<file path="src/design/rtcvac_pkg.sv">
// constants and helpers for the calendar clock value, alarm window and trim
// assumes an apb master and a synchronous 32.768 khz timebase tick input
// Function
// - time window pointer 00 min/sec, 01 weekday/hours, 10 month/day, 11 year
// - alarm pointer lives in alarm config bits 1:0 and picks the pair
// - every access to alarm window high byte steps the pointer down by one
// - pointer sticks at zero, showing alarm minutes/seconds until rewritten
// - alarm codes 00 min/sec, 01 weekday/hours, 10 month/day, 11 nothing
// - drift trim holds an 8-bit two's-complement value in its low byte
// - once per minute the trim times four is applied as timebase pulses
// - negative trim removes pulses, positive trim adds pulses
// - counting runs from the 32.768 khz timebase; trim counts those cycles
package rtcvac_pkg;
  // register byte addresses
  localparam logic [7:0] TIME_PTR_ADDR = 8'h00;
  localparam logic [7:0] TIME_HIGH_ADDR = 8'h04;
  localparam logic [7:0] TIME_LOW_ADDR = 8'h08;
  localparam logic [7:0] ALARM_CFG_ADDR = 8'h0C;
  localparam logic [7:0] ALARM_HIGH_ADDR = 8'h10;
  localparam logic [7:0] ALARM_LOW_ADDR = 8'h14;
  localparam logic [7:0] TRIM_ADDR = 8'h18;
  localparam logic [7:0] CLOCK_CFG_ADDR = 8'h1C;
  // field positions
  localparam int ENABLE_BIT = 0;
  // window pointer codes
  localparam logic [1:0] PTR_MIN_SEC = 2'h0;
  localparam logic [1:0] PTR_WD_HR = 2'h1;
  localparam logic [1:0] PTR_MON_DAY = 2'h2;
  localparam logic [1:0] PTR_YEAR = 2'h3;
  // timebase and calendar counts
  localparam logic [14:0] TICKS_PER_SEC_M1 = 15'h7FFF;
  localparam logic [7:0] LAST_SECOND = 8'h3B;
  localparam logic [7:0] LAST_MINUTE = 8'h3B;
  localparam logic [7:0] LAST_HOUR = 8'h17;
  localparam logic [7:0] LAST_WEEKDAY = 8'h06;
  localparam logic [7:0] LAST_MONTH = 8'h0C;
  localparam logic [7:0] LAST_YEAR = 8'h63;
  localparam logic [7:0] TRIM_SCALE_SHIFT = 8'h02;
  // reset values
  localparam logic [7:0] FIRST_DAY = 8'h01;
  localparam logic [7:0] FIRST_MONTH = 8'h01;
  localparam logic [1:0] PTR_RESET = 2'h0;
  localparam logic [7:0] TRIM_RESET = 8'h00;

  function automatic logic [7:0] days_in_month(input logic [7:0] mon,
                                              input logic [7:0] yr);
    logic [7:0] d;
    d = 8'h1F;
    if (mon == 8'h04 || mon == 8'h06 || mon == 8'h09 || mon == 8'h0B) begin
      d = 8'h1E;
    end else if (mon == 8'h02) begin
      d = (yr[1:0] == 2'h0) ? 8'h1D : 8'h1C;
    end
    return d;
  endfunction

  // trim magnitude times four, in timebase pulses
  function automatic logic [9:0] trim_pulses(input logic [7:0] trim);
    logic [7:0] mag;
    mag = trim[7] ? 8'((~trim) + 8'h01) : trim;
    return {mag, 2'h0};
  endfunction
endpackage

</file>
<file path="src/design/rtcvac_calendar.sv">
// calendar counters from seconds up to year, binary coded
// assumes sec_tick is a one-cycle pulse; a write in the same cycle wins
`timescale 1ns/1ps
module rtcvac_calendar (
  // clock and reset
  input wire logic clock,
  input wire logic rst_n,
  // advance
  input wire logic sec_tick,
  // software write through the time window
  input wire logic wr_hi,
  input wire logic wr_lo,
  input wire logic [1:0] wr_sel,
  input wire logic [7:0] wr_data,
  // current fields
  output logic [7:0] seconds,
  output logic [7:0] minutes,
  output logic [7:0] hours,
  output logic [7:0] weekday,
  output logic [7:0] day,
  output logic [7:0] month,
  output logic [7:0] year
);
  logic end_day;

  assign end_day = seconds == rtcvac_pkg::LAST_SECOND &&
                   minutes == rtcvac_pkg::LAST_MINUTE &&
                   hours == rtcvac_pkg::LAST_HOUR;

  always_ff @(posedge clock or negedge rst_n) begin
    if (!rst_n) begin
      seconds <= 8'h00;
      minutes <= 8'h00;
      hours <= 8'h00;
      weekday <= 8'h00;
      day <= rtcvac_pkg::FIRST_DAY;
      month <= rtcvac_pkg::FIRST_MONTH;
      year <= 8'h00;
    end else if (wr_hi || wr_lo) begin
      // direct field access, no other effect
      case (wr_sel)
        rtcvac_pkg::PTR_MIN_SEC: begin
          if (wr_hi) minutes <= wr_data;
          if (wr_lo) seconds <= wr_data;
        end
        rtcvac_pkg::PTR_WD_HR: begin
          if (wr_hi) weekday <= wr_data;
          if (wr_lo) hours <= wr_data;
        end
        rtcvac_pkg::PTR_MON_DAY: begin
          if (wr_hi) month <= wr_data;
          if (wr_lo) day <= wr_data;
        end
        default: begin
          if (wr_lo) year <= wr_data;
        end
      endcase
    end else if (sec_tick) begin
      seconds <= (seconds == rtcvac_pkg::LAST_SECOND) ? 8'h00
                 : 8'(seconds + 8'h01);
      if (seconds == rtcvac_pkg::LAST_SECOND) begin
        minutes <= (minutes == rtcvac_pkg::LAST_MINUTE) ? 8'h00
                   : 8'(minutes + 8'h01);
        if (minutes == rtcvac_pkg::LAST_MINUTE) begin
          hours <= (hours == rtcvac_pkg::LAST_HOUR) ? 8'h00
                   : 8'(hours + 8'h01);
        end
      end
      if (end_day) begin
        weekday <= (weekday == rtcvac_pkg::LAST_WEEKDAY) ? 8'h00
                   : 8'(weekday + 8'h01);
        if (day >= rtcvac_pkg::days_in_month(month, year)) begin
          day <= rtcvac_pkg::FIRST_DAY;
          if (month >= rtcvac_pkg::LAST_MONTH) begin
            month <= rtcvac_pkg::FIRST_MONTH;
            year <= (year == rtcvac_pkg::LAST_YEAR) ? 8'h00
                    : 8'(year + 8'h01);
          end else begin
            month <= 8'(month + 8'h01);
          end
        end else begin
          day <= 8'(day + 8'h01);
        end
      end
    end
  end
endmodule // rtcvac_calendar

</file>
<file path="src/design/rtcvac_top.sv">
// calendar clock: apb register windows, alarm pointer, per-minute drift trim
// assumes apb signals and tick_32k are synchronous to clock
//
// Design decisions made here: the register addresses and the APB slave port.
`timescale 1ns/1ps
module rtcvac_top (
  // clock and reset
  input wire logic clock,
  input wire logic rst_n,
  // apb slave
  input wire logic psel,
  input wire logic penable,
  input wire logic pwrite,
  input wire logic [7:0] paddr,
  input wire logic [31:0] pwdata,
  input wire logic [3:0] pstrb,
  output logic [31:0] prdata,
  output logic pready,
  output logic pslverr,
  // timebase and status
  input wire logic tick_32k,
  output logic sec_pulse,
  output logic timer_enable
);
  logic setup, access, mapped, wr, rd_alarm_hi;
  logic [1:0] time_ptr_q, alarm_ptr_q;
  logic [7:0] trim_q;
  logic [7:0] al_min_q, al_sec_q, al_wd_q, al_hr_q, al_mon_q, al_day_q;
  logic [14:0] presc_q;
  logic [9:0] swallow_q;
  logic [31:0] prdata_q, rd_mux;
  logic err_q, sec_tick, minute_wrap, t_wr_hi, t_wr_lo;
  logic [7:0] sec, min, hr, wd, dy, mon, yr, t_hi, t_lo, a_hi, a_lo;

  assign setup = psel && !penable;
  assign access = psel && penable;
  assign wr = access && pwrite && pstrb[0];
  assign pready = 1'b1;
  assign prdata = prdata_q;
  assign pslverr = access && err_q;
  assign mapped = paddr inside {rtcvac_pkg::TIME_PTR_ADDR,
    rtcvac_pkg::TIME_HIGH_ADDR, rtcvac_pkg::TIME_LOW_ADDR,
    rtcvac_pkg::ALARM_CFG_ADDR, rtcvac_pkg::ALARM_HIGH_ADDR,
    rtcvac_pkg::ALARM_LOW_ADDR, rtcvac_pkg::TRIM_ADDR,
    rtcvac_pkg::CLOCK_CFG_ADDR};
  assign rd_alarm_hi = access && paddr == rtcvac_pkg::ALARM_HIGH_ADDR;
  assign t_wr_hi = wr && paddr == rtcvac_pkg::TIME_HIGH_ADDR;
  assign t_wr_lo = wr && paddr == rtcvac_pkg::TIME_LOW_ADDR;

  rtcvac_calendar u_cal (
    .clock(clock),
    .rst_n(rst_n),
    .sec_tick(sec_tick),
    .wr_hi(t_wr_hi),
    .wr_lo(t_wr_lo),
    .wr_sel(time_ptr_q),
    .wr_data(pwdata[7:0]),
    .seconds(sec),
    .minutes(min),
    .hours(hr),
    .weekday(wd),
    .day(dy),
    .month(mon),
    .year(yr)
  );

  // time window mux; year code leaves the high byte empty
  always_comb begin
    case (time_ptr_q)
      rtcvac_pkg::PTR_MIN_SEC: begin t_hi = min; t_lo = sec; end
      rtcvac_pkg::PTR_WD_HR: begin t_hi = wd; t_lo = hr; end
      rtcvac_pkg::PTR_MON_DAY: begin t_hi = mon; t_lo = dy; end
      default: begin t_hi = 8'h00; t_lo = yr; end
    endcase
  end

  always_comb begin
    case (alarm_ptr_q)
      rtcvac_pkg::PTR_MIN_SEC: begin a_hi = al_min_q; a_lo = al_sec_q; end
      rtcvac_pkg::PTR_WD_HR: begin a_hi = al_wd_q; a_lo = al_hr_q; end
      rtcvac_pkg::PTR_MON_DAY: begin a_hi = al_mon_q; a_lo = al_day_q; end
      default: begin a_hi = 8'h00; a_lo = 8'h00; end
    endcase
  end

  always_comb begin
    rd_mux = 32'h0000_0000;
    if (paddr == rtcvac_pkg::TIME_PTR_ADDR) begin
      rd_mux[1:0] = time_ptr_q;
    end else if (paddr == rtcvac_pkg::TIME_HIGH_ADDR) begin
      rd_mux[7:0] = t_hi;
    end else if (paddr == rtcvac_pkg::TIME_LOW_ADDR) begin
      rd_mux[7:0] = t_lo;
    end else if (paddr == rtcvac_pkg::ALARM_CFG_ADDR) begin
      rd_mux[1:0] = alarm_ptr_q;
    end else if (paddr == rtcvac_pkg::ALARM_HIGH_ADDR) begin
      rd_mux[7:0] = a_hi;
    end else if (paddr == rtcvac_pkg::ALARM_LOW_ADDR) begin
      rd_mux[7:0] = a_lo;
    end else if (paddr == rtcvac_pkg::TRIM_ADDR) begin
      rd_mux[7:0] = trim_q;
    end else if (paddr == rtcvac_pkg::CLOCK_CFG_ADDR) begin
      rd_mux[rtcvac_pkg::ENABLE_BIT] = timer_enable;
    end
  end

  // read data captured in the setup cycle, so it is a flop in access
  always_ff @(posedge clock or negedge rst_n) begin
    if (!rst_n) begin
      prdata_q <= 32'h0000_0000;
      err_q <= 1'b0;
    end else if (setup) begin
      prdata_q <= pwrite ? 32'h0000_0000 : rd_mux;
      err_q <= !mapped;
    end
  end

  always_ff @(posedge clock or negedge rst_n) begin
    if (!rst_n) begin
      time_ptr_q <= rtcvac_pkg::PTR_RESET;
    end else if (wr && paddr == rtcvac_pkg::TIME_PTR_ADDR) begin
      time_ptr_q <= pwdata[1:0];
    end
  end

  // alarm pointer: software write, else step down on high byte access
  always_ff @(posedge clock or negedge rst_n) begin
    if (!rst_n) begin
      alarm_ptr_q <= rtcvac_pkg::PTR_RESET;
    end else if (wr && paddr == rtcvac_pkg::ALARM_CFG_ADDR) begin
      alarm_ptr_q <= pwdata[1:0];
    end else if (rd_alarm_hi && alarm_ptr_q != 2'h0) begin
      alarm_ptr_q <= 2'(alarm_ptr_q - 2'h1);
    end
  end

  always_ff @(posedge clock or negedge rst_n) begin
    if (!rst_n) begin
      al_min_q <= 8'h00;
      al_sec_q <= 8'h00;
      al_wd_q <= 8'h00;
      al_hr_q <= 8'h00;
      al_mon_q <= 8'h00;
      al_day_q <= 8'h00;
    end else if (wr && paddr == rtcvac_pkg::ALARM_HIGH_ADDR) begin
      case (alarm_ptr_q)
        rtcvac_pkg::PTR_MIN_SEC: al_min_q <= pwdata[7:0];
        rtcvac_pkg::PTR_WD_HR: al_wd_q <= pwdata[7:0];
        rtcvac_pkg::PTR_MON_DAY: al_mon_q <= pwdata[7:0];
        default: ;
      endcase
    end else if (wr && paddr == rtcvac_pkg::ALARM_LOW_ADDR) begin
      case (alarm_ptr_q)
        rtcvac_pkg::PTR_MIN_SEC: al_sec_q <= pwdata[7:0];
        rtcvac_pkg::PTR_WD_HR: al_hr_q <= pwdata[7:0];
        rtcvac_pkg::PTR_MON_DAY: al_day_q <= pwdata[7:0];
        default: ;
      endcase
    end
  end

  // trim is taken at any time; writing mid-minute is software's hazard
  always_ff @(posedge clock or negedge rst_n) begin
    if (!rst_n) begin
      trim_q <= rtcvac_pkg::TRIM_RESET;
      timer_enable <= 1'b0;
    end else if (wr && paddr == rtcvac_pkg::TRIM_ADDR) begin
      trim_q <= pwdata[7:0];
    end else if (wr && paddr == rtcvac_pkg::CLOCK_CFG_ADDR) begin
      timer_enable <= pwdata[rtcvac_pkg::ENABLE_BIT];
    end
  end

  assign sec_tick = timer_enable && tick_32k && swallow_q == 10'h000 &&
                    presc_q == rtcvac_pkg::TICKS_PER_SEC_M1;
  assign minute_wrap = sec_tick && sec == rtcvac_pkg::LAST_SECOND;

  // positive trim starts the next second ahead, negative swallows ticks
  always_ff @(posedge clock or negedge rst_n) begin
    if (!rst_n) begin
      presc_q <= 15'h0000;
      swallow_q <= 10'h000;
    end else if (minute_wrap) begin
      presc_q <= trim_q[7] ? 15'h0000
                 : {5'h00, rtcvac_pkg::trim_pulses(trim_q)};
      swallow_q <= trim_q[7] ? rtcvac_pkg::trim_pulses(trim_q)
                   : 10'h000;
    end else if (timer_enable && tick_32k) begin
      if (swallow_q != 10'h000) begin
        swallow_q <= 10'(swallow_q - 10'h001);
      end else begin
        presc_q <= 15'(presc_q + 15'h0001);
      end
    end
  end

  always_ff @(posedge clock or negedge rst_n) begin
    if (!rst_n) begin
      sec_pulse <= 1'b0;
    end else begin
      sec_pulse <= sec_tick;
    end
  end

  time_sel_a: assert property (@(posedge clock) disable iff (!rst_n)
    setup && !pwrite && paddr == rtcvac_pkg::TIME_HIGH_ADDR &&
    time_ptr_q == 2'h3 |=> prdata == 32'h0000_0000)
    else $error("year code high byte not empty");
  alarm_sel_a: assert property (@(posedge clock) disable iff (!rst_n)
    setup && !pwrite && paddr == rtcvac_pkg::ALARM_LOW_ADDR &&
    alarm_ptr_q == 2'h1 |=> prdata[7:0] == $past(al_hr_q))
    else $error("alarm code 01 low byte not hours");
  ptr_step_a: assert property (@(posedge clock) disable iff (!rst_n)
    rd_alarm_hi && alarm_ptr_q != 2'h0 |=>
    alarm_ptr_q == 2'($past(alarm_ptr_q) - 2'h1))
    else $error("alarm pointer did not step down");
  ptr_floor_a: assert property (@(posedge clock) disable iff (!rst_n)
    rd_alarm_hi && alarm_ptr_q == 2'h0 |=> alarm_ptr_q == 2'h0 [*2])
    else $error("alarm pointer left zero");
  alarm_none_a: assert property (@(posedge clock) disable iff (!rst_n)
    setup && !pwrite && paddr == rtcvac_pkg::ALARM_HIGH_ADDR &&
    alarm_ptr_q == 2'h3 |=> prdata == 32'h0000_0000)
    else $error("alarm code 11 returned data");
  trim_keep_a: assert property (@(posedge clock) disable iff (!rst_n)
    wr && paddr == rtcvac_pkg::TRIM_ADDR |=> trim_q == $past(pwdata[7:0]))
    else $error("trim value not stored");
  trim_add_a: assert property (@(posedge clock) disable iff (!rst_n)
    minute_wrap && !trim_q[7] |=>
    presc_q == {5'h00, $past(trim_q), 2'h0})
    else $error("positive trim not added");
  trim_sub_a: assert property (@(posedge clock) disable iff (!rst_n)
    minute_wrap && trim_q[7] |=> swallow_q == 10'(-{{2{$past(trim_q[7])}},
    $past(trim_q), 2'h0}) && presc_q == 15'h0000)
    else $error("negative trim not removed");
  stop_hold_a: assert property (@(posedge clock) disable iff (!rst_n)
    !timer_enable |=> $stable(presc_q) && !sec_pulse)
    else $error("counter ran while disabled");
  step_cover_c: cover property (@(posedge clock) disable iff (!rst_n)
    rd_alarm_hi && alarm_ptr_q == 2'h2);
  minute_cover_c: cover property (@(posedge clock) disable iff (!rst_n)
    minute_wrap && trim_q[7]);
  err_cover_c: cover property (@(posedge clock) disable iff (!rst_n)
    pslverr);
endmodule // rtcvac_top

</file>
<file path="config.mk">
export PLATFORM = sky130hd
export DESIGN_NAME = rtcvac_top
export DESIGN_NICKNAME = d
export VERILOG_FILES = /design/src/design/rtcvac_pkg.sv /design/src/design/rtcvac_calendar.sv /design/src/design/rtcvac_top.sv
export SDC_FILE = /design/constraint.sdc
export NUM_CORES = 1
export LEC_CHECK = 0
export ABC_CLOCK_PERIOD_IN_PS = 3900
export BUFFER_PORTS_ARGS = -buffer_cell sky130_fd_sc_hd__buf_2
export CAP_MARGIN = 15
export CORE_MARGIN = 2
export CORE_UTILIZATION = 60
export DETAILED_ROUTE_END_ITERATION = 8
export PLACE_DENSITY = 0.81
export SLEW_MARGIN = 20
export SYNTH_ARGS = -nofsm -noshare
export SYNTH_HDL_FRONTEND = slang
export SYNTH_SLANG_ARGS = --single-unit
</file>
<file path="constraint.sdc">
create_clock -name clock -period 3.9 [get_ports clock]
set_clock_uncertainty 0.15 [all_clocks]
set_input_delay 0 -clock clock [delete_from_list [all_inputs] [get_ports clock]]
set_output_delay 0 -clock clock [all_outputs]
set_load 0.005 [all_outputs]
</file>
==> results.yml, run 1 <==
place:
  place_area_um2: 9260
  dp_cells: 1114
  gp_congestion: 0.935
  dp_hpwl_um: 16500
  io_buffers: 33
yosys:
  synth-seq-area-share: 0.419
  yosys.cell_count.top_type: "dfrtp_1"
  synth_compound_area_frac: 0.183
  syn_area_per_cell_um2: 9.71
  synth_top_family_by_area: "simple AND/OR/NAND/NOR gates"
  ys_top_cells_by_count: "dfrtp_1 (150), o21ai_0 (80), nand2_1 (77), mux2_2 (65), nor2_1 (59)"
  synth_seq_cells: 152
  yosys_warnings: 0
  postSynth.asyncResetShare: 1.00
  synth_edf_count: 0
  yosys-top-cells-area: "dfrtp_1 (41%), mux2_2 (8.1%), o21ai_0 (4.4%)"
  synthAdderAreaFrac: 0.0289
  synth_top_area_frac: 0.414
  syn_area_um2: 9080
  muxShareOfSynthArea: 0.115
  synth_xor_area_frac: 0.0125
  synthFlopType: "dfrtp_1"
  yosysUniqueCellTypes: 82
  yosysTopAreaCell: "dfrtp_1"
  synth_simple_gate_area_share: 0.186
  syn-instance-count: 935
sta:
  period_share: 0.868
  rsz0062_at_grt: "false"
  tightestPinTransition_ns: 1.01
  layout_min_cycle_time_ns: 3.39
  slew_headroom: 0.326
  finalHoldViolations: 0
  setup_viol: 0
  maxSlewViolCount: 0
  fmax_mhz: 295
  finalSetupTns_ns: 0
clock_network:
  root_buffer: "clkbuf_16"
  clkLatencyLatePin_ns: 0.44
  cts-buffers-inserted: 17
  cts_buffer_depth: 2
  post_cts_buffers: 0
  cts_tree: "done"
  clk_pin_slew_worst_paths_ns: 0.07
  cts_sinks: 152
  htreeDepth: 4
cells_and_area:
  syn2layout_area_growth_pct: 12.1
  top_register: "presc_q"
  final_area_um2: 10200
  largest_register_ffs: 15
  nFillCells: 1065
  largest_registers: "presc_q: 15 flops, swallow_q: 10 flops"
  drive_gt1_frac: 0.181
  fin_nets: 1045
  stdcell_count: 1173
  utilization: 0.695
worst_setup_path:
  r2r_end: "u_cal.year[5]"
  crit_cells: 10
  start_kind: "flip-flop"
  criticalPathCategory: "flip-flop to flip-flop"
  crit_slowest_cell: "or4_1"
  critPathLaunch: "u_cal.month[4]"
  crit_family: "compound AO/OA/AOI/OAI gates"
  timing.rr.start: "u_cal.month[4]"
  max_stage_delay_ns: 0.60
  endpoint: "u_cal.year[5]"
  end_kind: "flip-flop"
  rrSetupSlack_ns: 0.51
  cpMostUsedCell: "o21ai_0"
  worstPathMaxFanout: 15
  crit_buf_inv: 0
  r2r_cells: 10
  critPathArrivalTime_ns: 3.54
  worst_ep_required_time_ns: 4.05
  cp_cell_sequence: "or4_1, nor4b_1, a22oi_1, ha_1, nand2b_1, a21oi_1, o21ai_1, o2111ai_4, o21ai_0, o21ai_0"
die:
  placementRows: 44
  die_area_um2: 16100
  initial_core_util: 0.620
  num_io_pins: 86
  die_x_um: 127
  core-area_um2: 14600
  die_h_um: 127
detailed_routing:
  ant_nets: 0
  wirelength_um: 24600
  drcViolationCount: 0
  drt_iter0_markers: 929
  drt-pass1-iter-count: 7
  vias_per_cell: 6.71
  wl_per_cell_um: 20.9
  vias: 7870
power_and_ir_drop:
  p_total_mw: 3.51
  powerDensity_nw_per_um2: 344
  cellLeakagePower_nw: 4.46
  ir_drop_v: 0.000389
job:
  max-cap-violations: 0
global_routing:
  antenna_found_initial: 1
  grt_pass1_vias: 7728
  grt.total_usage: 0.320
  grt_pass1_wl_um: 40500
  grt-ovfl-total: 0
  grt_start_max_net_pins: 109
outcome:
  status: "finished clean"
hold_path:
  hp-class: "input pin to flip-flop"
==> layer usage <==
metal | share of wire | routed length (um) | vias up | track usage
met5 | 0 | 0 | - | 0
met4 | 0.046 | 1120 | 0 | 0.162
met3 | 0.099 | 2420 | 99 | 0.0750
met2 | 0.46 | 11300 | 438 | 0.487
met1 | 0.40 | 9720 | 3799 | 0.433
li1 | - | - | 3534 | -
==> cells by family (layout without fill, tap and decap cells) <==
family / after synthesis / count (layout)
buf+inv: 100 / 129
mux: 86 / 86
xor+xnor: 13 / 13
simple gates: 307 / 307
other cells: 2 / 27
fa+ha+maj: 21 / 21
flops: 152 / 152
compound gates: 254 / 254
==> per-stage QoR <==
| step | hold slack, ns | worst slack [ns] |
|---|---|---|
| floorplan | -0.446 | 0.741 |
| global placement | 0.0428 | 0.454 |
| detailed placement | 0.0450 | 0.289 |
| CTS | 0.0930 | 0.270 |
| global route | 0.166 | 0.190 |
| finish | 0.131 | 0.513 |
==> power breakdown <==
group	internal, mW	switching (mW)
registers	1.58	0.00907
clock network	0.985	0.768
logic	0.0517	0.109
==> layout make-up <==
type,count,area [um^2],share of cell area
clock inverter,15,208,0.0204
tap,184,230,0.0226
timing repair buffer,71,537,0.0527
multi-input combinational,706,4870,0.478
clock buffer,17,425,0.0418
antenna,2,5.00,0.000492
inverter,26,97.6,0.00959
sequential,152,3810,0.374
==> worst min path at each step <==
| stage | startpoint | end | slack, ns | cells after the start |
|---|---|---|---|---|
| floorplan | rst_n | al_day_q[0] | -0.45 | 0 |
| global placement | rst_n | u_cal.hours[6] | 0.04 | 1 |
| detailed placement | rst_n | u_cal.hours[6] | 0.04 | 1 |
| CTS | pstrb[0] | time_ptr_q[0] | 0.09 | 4 |
| global route | pstrb[0] | time_ptr_q[0] | 0.17 | 4 |
| finish | pstrb[0] | time_ptr_q[0] | 0.13 | 4 |
==> cells in the final DEF (no fill, tap or decap), drive strengths merged, types with 6 or more instances in the layout <==
cell           n
o21ai        108
or4            8
xnor2          6
nor2b         10
mux2i         13
nand3         29
o31a          17
ha            21
a31oi         15
dlygate4sd3   24
nor3b          7
buf           47
and2           8
xor2           7
clkbuf        17
nand2         77
a22o           9
mux4           8
nand4         14
inv           33
conb          25
o211ai         6
and3          26
mux2          65
or3            6
nor2          61
nor3          24
a222oi        16
dfrtp        150
a21oi         37
nor4b          8
nor4           8
==> worst reg2reg max path: stages (launching register included) <==
cell and delay (ns):
dfrtp_1 0.39, or4_1 0.60, nor4b_1 0.46, a22oi_1 0.17, ha_1 0.29, nand2b_1 0.10
a21oi_1 0.08, o21ai_1 0.34, o2111ai_4 0.33, o21ai_0 0.24, o21ai_0 0.11
==> repair_timing <==
| item | 4_1_cts | 5_1_grt |
|---|---|---|
| hold endpoints to repair | 193 | 23 |
| resized for setup | 0 | 2 |
| setup endpoints to repair | 0 | 8 |
| hold buffers | 23 | 1 |
Note: power is estimated with default switching activity, not from simulation.
==> inputs of run 2 (changes only) <==
==> constraint.sdc (replaced) <==
create_clock -name clock -period 3.9 [get_ports clock]
set_clock_uncertainty 0.15 [all_clocks]
set_input_delay 0.78 -clock clock [delete_from_list [all_inputs] [get_ports clock]]
set_output_delay 0.78 -clock clock [all_outputs]
set_load 0.005 [all_outputs]
==> results.yml, run 2 (synthesis gave the netlist of run 1 again) <==
detailed_routing:
  wl_per_cell_um: 21.3
  vias: 7739
  wirelength_um: 24500
  drt-pass1-iter-count: 8
  vias_per_cell: 6.72
  drt_iter0_markers: 838
  ant_nets: 0
  drcViolationCount: 0
power_and_ir_drop:
  cellLeakagePower_nw: 4.35
  ir_drop_v: 0.000405
  powerDensity_nw_per_um2: 341
global_routing:
  grt.total_usage: 0.315
  grt_pass1_wl_um: 39600
  grt_pass1_vias: 7296
  antenna_found_initial: 1
  grt_start_max_net_pins: 86
  grt-ovfl-total: 0
worst_setup_path:
  criticalPathCategory: "flip-flop to flip-flop"
  r2r_cells: 10
  critPathArrivalTime_ns: 3.66
  max_stage_delay_ns: 0.60
  start_kind: "flip-flop"
  cpMostUsedCell: "o21ai_0"
  worstPathMaxFanout: 15
  crit_slowest_cell: "or4_1"
  cp_cell_sequence: "or4_1, nor4b_1, a22oi_1, ha_1, nand2b_1, a21oi_1, o21ai_0, o2111ai_4, o21ai_0, o21ai_0"
  worst_ep_required_time_ns: 4.06
  end_kind: "flip-flop"
cells_and_area:
  drive_gt1_frac: 0.189
  largest_register_ffs: 15
  syn2layout_area_growth_pct: 9.42
  top_register: "presc_q"
  final_common_cell: "dfrtp_1"
  largest_registers: "presc_q: 15 flops, swallow_q: 10 flops"
  fin_nets: 1024
  nFillCells: 1106
  stdcell_count: 1151
  final_cell_mix: "dfrtp_1 (150), o21ai_0 (80), nand2_1 (77), mux2_2 (65), nor2_1 (59)"
clock_network:
  htreeDepth: 4
  cts_tree: "done"
  clk_pin_slew_worst_paths_ns: 0.07
  post_cts_buffers: 0
  cts-buffers-inserted: 17
  root_buffer: "clkbuf_16"
  cts_buffer_depth: 2
  cts_sinks: 152
  clkLatencyLatePin_ns: 0.44
outcome:
  status: "finished clean"
job:
  max-cap-violations: 0
sta:
  slew_headroom: 0.331
  layout_min_cycle_time_ns: 3.50
  rsz0062_at_grt: "false"
  finalHoldViolations: 0
  maxSlewViolCount: 0
  fmax_mhz: 286
  finalSetupTns_ns: 0
  period_share: 0.898
  setup_viol: 0
  tightestPinTransition_ns: 1.00
die:
  core-area_um2: 14600
  placementRows: 44
  num_io_pins: 86
  initial_core_util: 0.620
  die_x_um: 127
  die_area_um2: 16100
  die_h_um: 127
place:
  gp_congestion: 0.953
  dp_hpwl_um: 16300
  io_buffers: 33
  dp_cells: 1118
hold_path:
  hp-class: "input pin to async pin"
[run 2: changes by cell type in the layout (fill, tap and decap cells not counted), moves of 2 or more]
cell,change
dlygate4sd3_1,-24
buf_4,+2
bufinv_16,-2
buf_12,+2
[run 2: layout make-up]
type	instances	area (um^2)	share of cell area
diodes	1	2.50	0.000252
clock buffers	17	425	0.0428
clock inverters	15	171	0.0173
inverters	26	97.6	0.00983
multi-input cells	706	4870	0.491
flip-flops and latches	152	3810	0.383
well taps	184	230	0.0232
repair buffers	50	324	0.0326
[run 2: final timing paths]
| kind | slack, ns | end | startpoint |
|---|---|---|---|
| worst min register to register | 0.34 | err_q | err_q |
| max in group asynchronous | 2.58 | u_cal.weekday[6] | rst_n |
| worst max register to register | 0.40 | u_cal.year[2] | u_cal.month[4] |
| min in group clock | 0.34 | err_q | err_q |
| worst max-delay path | 0.40 | u_cal.year[2] | u_cal.month[4] |
| worst min-delay path | 0.24 | u_cal.year[4] | rst_n |
[run 2: routing by layer]
metal	track usage	share of wire
met1	0.438	0.40
met2	0.499	0.48
met3	0.0607	0.088
met4	0.113	0.031
met5	0	0
[run 2: critical path, delay by kind of cell, from the launching register on]
kind / cells / cell delay (ns)
AOI/OAI and AO/OA: 6 / 1.40
and+or+nand+nor: 3 / 1.12
DFF: 1 / 0.39
adders and majority gates: 1 / 0.29
[run 2: timing repair]
action	4_1_cts	5_1_grt
hold buffers	0	0
setup endpoints to repair	0	1
resized for setup	0	1
[run 2: power by group]
| group | switching (mW) | internal (mW) | total (mW) |
|---|---|---|---|
| Clock | 0.796 | 0.862 | 1.66 |
| Sequential | 0.00891 | 1.58 | 1.59 |
| Combinational | 0.104 | 0.0359 | 0.140 |
| Total | 0.909 | 2.48 | 3.39 |
[run 2: stage by stage]
step	utilization	hold slack (ns)	setup WS (ns)	instance area, um^2	power, mW
2_1_floorplan	-	0.292	0.741	9160	1.70
3_3_place_gp	0.636	0.323	0.481	9310	1.76
3_5_place_dp	0.636	0.321	0.384	9310	1.76
4_1_cts	0.677	0.275	0.356	9910	3.39
5_1_grt	0.678	0.319	0.0663	9930	3.48
6_report	0.678	0.239	0.398	9930	3.39
==> inputs of run 3 (changes only) <==
CORE_UTILIZATION = 50   (was 60)
PLACE_DENSITY = 0.69   (was 0.81)
==> results.yml, run 3 (synthesis gave the netlist of run 1 again) <==
clock_network:
  htreeDepth: 4
  cts_buffer_depth: 2
  post_cts_buffers: 0
  cts-buffers-inserted: 17
  clkLatencyLatePin_ns: 0.45
  cts_tree: "done"
  cts_resized: 0
  cts_sinks: 152
  root_buffer: "clkbuf_16"
  ctsHoldBuffers: 0
  clk_pin_slew_worst_paths_ns: 0.07
cells_and_area:
  final_cell_mix: "dfrtp_1 (150), o21ai_0 (80), nand2_1 (77), mux2_2 (65), nor2_1 (59)"
  largest_registers: "presc_q: 15 flops, swallow_q: 10 flops"
  final_common_cell: "dfrtp_1"
  drive_gt1_frac: 0.191
  n_antenna_cell: 0
  fin_nets: 1026
  final_area_um2: 10000
  largest_register_ffs: 15
  stdcell_count: 1197
  syn2layout_area_growth_pct: 10.3
  top_register: "presc_q"
sta:
  fmax_mhz: 279
  timing.final.ws_setup_ns: 0.311
  finalHoldViolations: 0
  period_share: 0.920
  maxSlewViolCount: 0
  layout_min_cycle_time_ns: 3.59
  slew_headroom: 0.359
  tightestPinTransition_ns: 0.962
  whs_ns: 0.0488
  finalSetupTns_ns: 0
  rsz0062_at_grt: "false"
  setup_viol: 0
worst_setup_path:
  worst_ep_required_time_ns: 4.08
  cp_cell_sequence: "or4_1, nor4b_1, a22oi_1, ha_1, nand2b_1, a21oi_1, o21ai_0, o2111ai_2, mux2_2"
  rrSetupSlack_ns: 0.31
  endpoint: "u_cal.year[0]"
  r2r_cells: 9
  r2r_end: "u_cal.year[0]"
  end_kind: "flip-flop"
  critPathArrivalTime_ns: 3.77
  criticalPathCategory: "flip-flop to flip-flop"
  worstPathMaxFanout: 15
  timing.rr.start: "u_cal.month[5]"
  start_kind: "flip-flop"
  critPathLaunch: "u_cal.month[5]"
  crit_slowest_cell: "or4_1"
  max_stage_delay_ns: 0.59
place:
  dp_cells: 1165
  gp_congestion: 0.888
  place_area_um2: 9390
  dp_slack_ns: 0.418
  dp_hpwl_um: 16600
  io_buffers: 33
detailed_routing:
  ant_nets: 0
  wl_per_cell_um: 20.1
  wirelength_um: 24100
  vias: 7541
  drt-pass1-iter-count: 6
  drt_iter0_markers: 738
  vias_per_cell: 6.30
  drcViolationCount: 0
power_and_ir_drop:
  cellLeakagePower_nw: 4.38
  ir_drop_v: 0.000381
  powerDensity_nw_per_um2: 344
die:
  core-area_um2: 17900
  placementRows: 49
  die_area_um2: 19200
  die_x_um: 139
  initial_core_util: 0.507
  die_h_um: 139
  num_io_pins: 86
job:
  max-cap-violations: 0
global_routing:
  grt_start_max_net_pins: 85
  grt_pass1_vias: 7035
  grt-ovfl-total: 0
  antenna_found_initial: 0
  grt.total_usage: 0.255
  grt_pass1_wl_um: 38900
hold_path:
  hp-class: "input pin to async pin"
outcome:
  status: "finished clean"
-- run 3: layer usage --
layer  part of all wire  vias up  global-route usage  wire length (um)
met5                  0        -                   0                 0
met3              0.072       33              0.0590              1730
met4              0.019        0              0.0792               453
li1                   -     3502                   -                 -
met1               0.45     3732               0.367             10900
met2               0.46      274               0.387             11000
-- run 3: where the power goes --
| part | total [mW] | switching (mW) | internal, mW |
|---|---|---|---|
| Sequential | 1.59 | 0.00934 | 1.58 |
| Clock | 1.71 | 0.829 | 0.878 |
| Combinational | 0.139 | 0.104 | 0.0357 |
-- run 3: worst min-delay path by stage --
stage                         from             end  cells after the start
global placement    u_cal.month[6]  u_cal.month[6]                      2
finish                       rst_n  u_cal.hours[7]                      1
global route                 rst_n   u_cal.year[4]                      1
CTS                          rst_n   u_cal.year[4]                      1
detailed placement       prdata[2]       prdata[2]                      1
floorplan                    err_q           err_q                      1
-- run 3: cell type report --
type,instances,area (um^2)
Timing Repair Buffer,52,339
Sequential cell,152,3810
Clock inverter,15,191
Clock buffer,17,425
Fill cell,1550,7890
Tap cell,229,287
Inverter,26,97.6
Multi-Input combinational cell,706,4860
-- run 3: worst max-delay path, delay by kind of cell (launching register included) --
family	cells	cell delay (ns)
simple gates	3	1.17
compound gates	4	1.05
flops	1	0.41
mux	1	0.40
fa+ha+maj	1	0.29
-- run 3: stage by stage --
| step | power (mW) | utilization |
|---|---|---|
| 5_1_grt | 3.54 | 0.559 |
| 3_5_place_dp | 1.76 | 0.524 |
| 2_1_floorplan | 1.70 | - |
| 4_1_cts | 3.47 | 0.559 |
| 6_report | 3.44 | 0.559 |
| 3_3_place_gp | 1.76 | 0.524 |
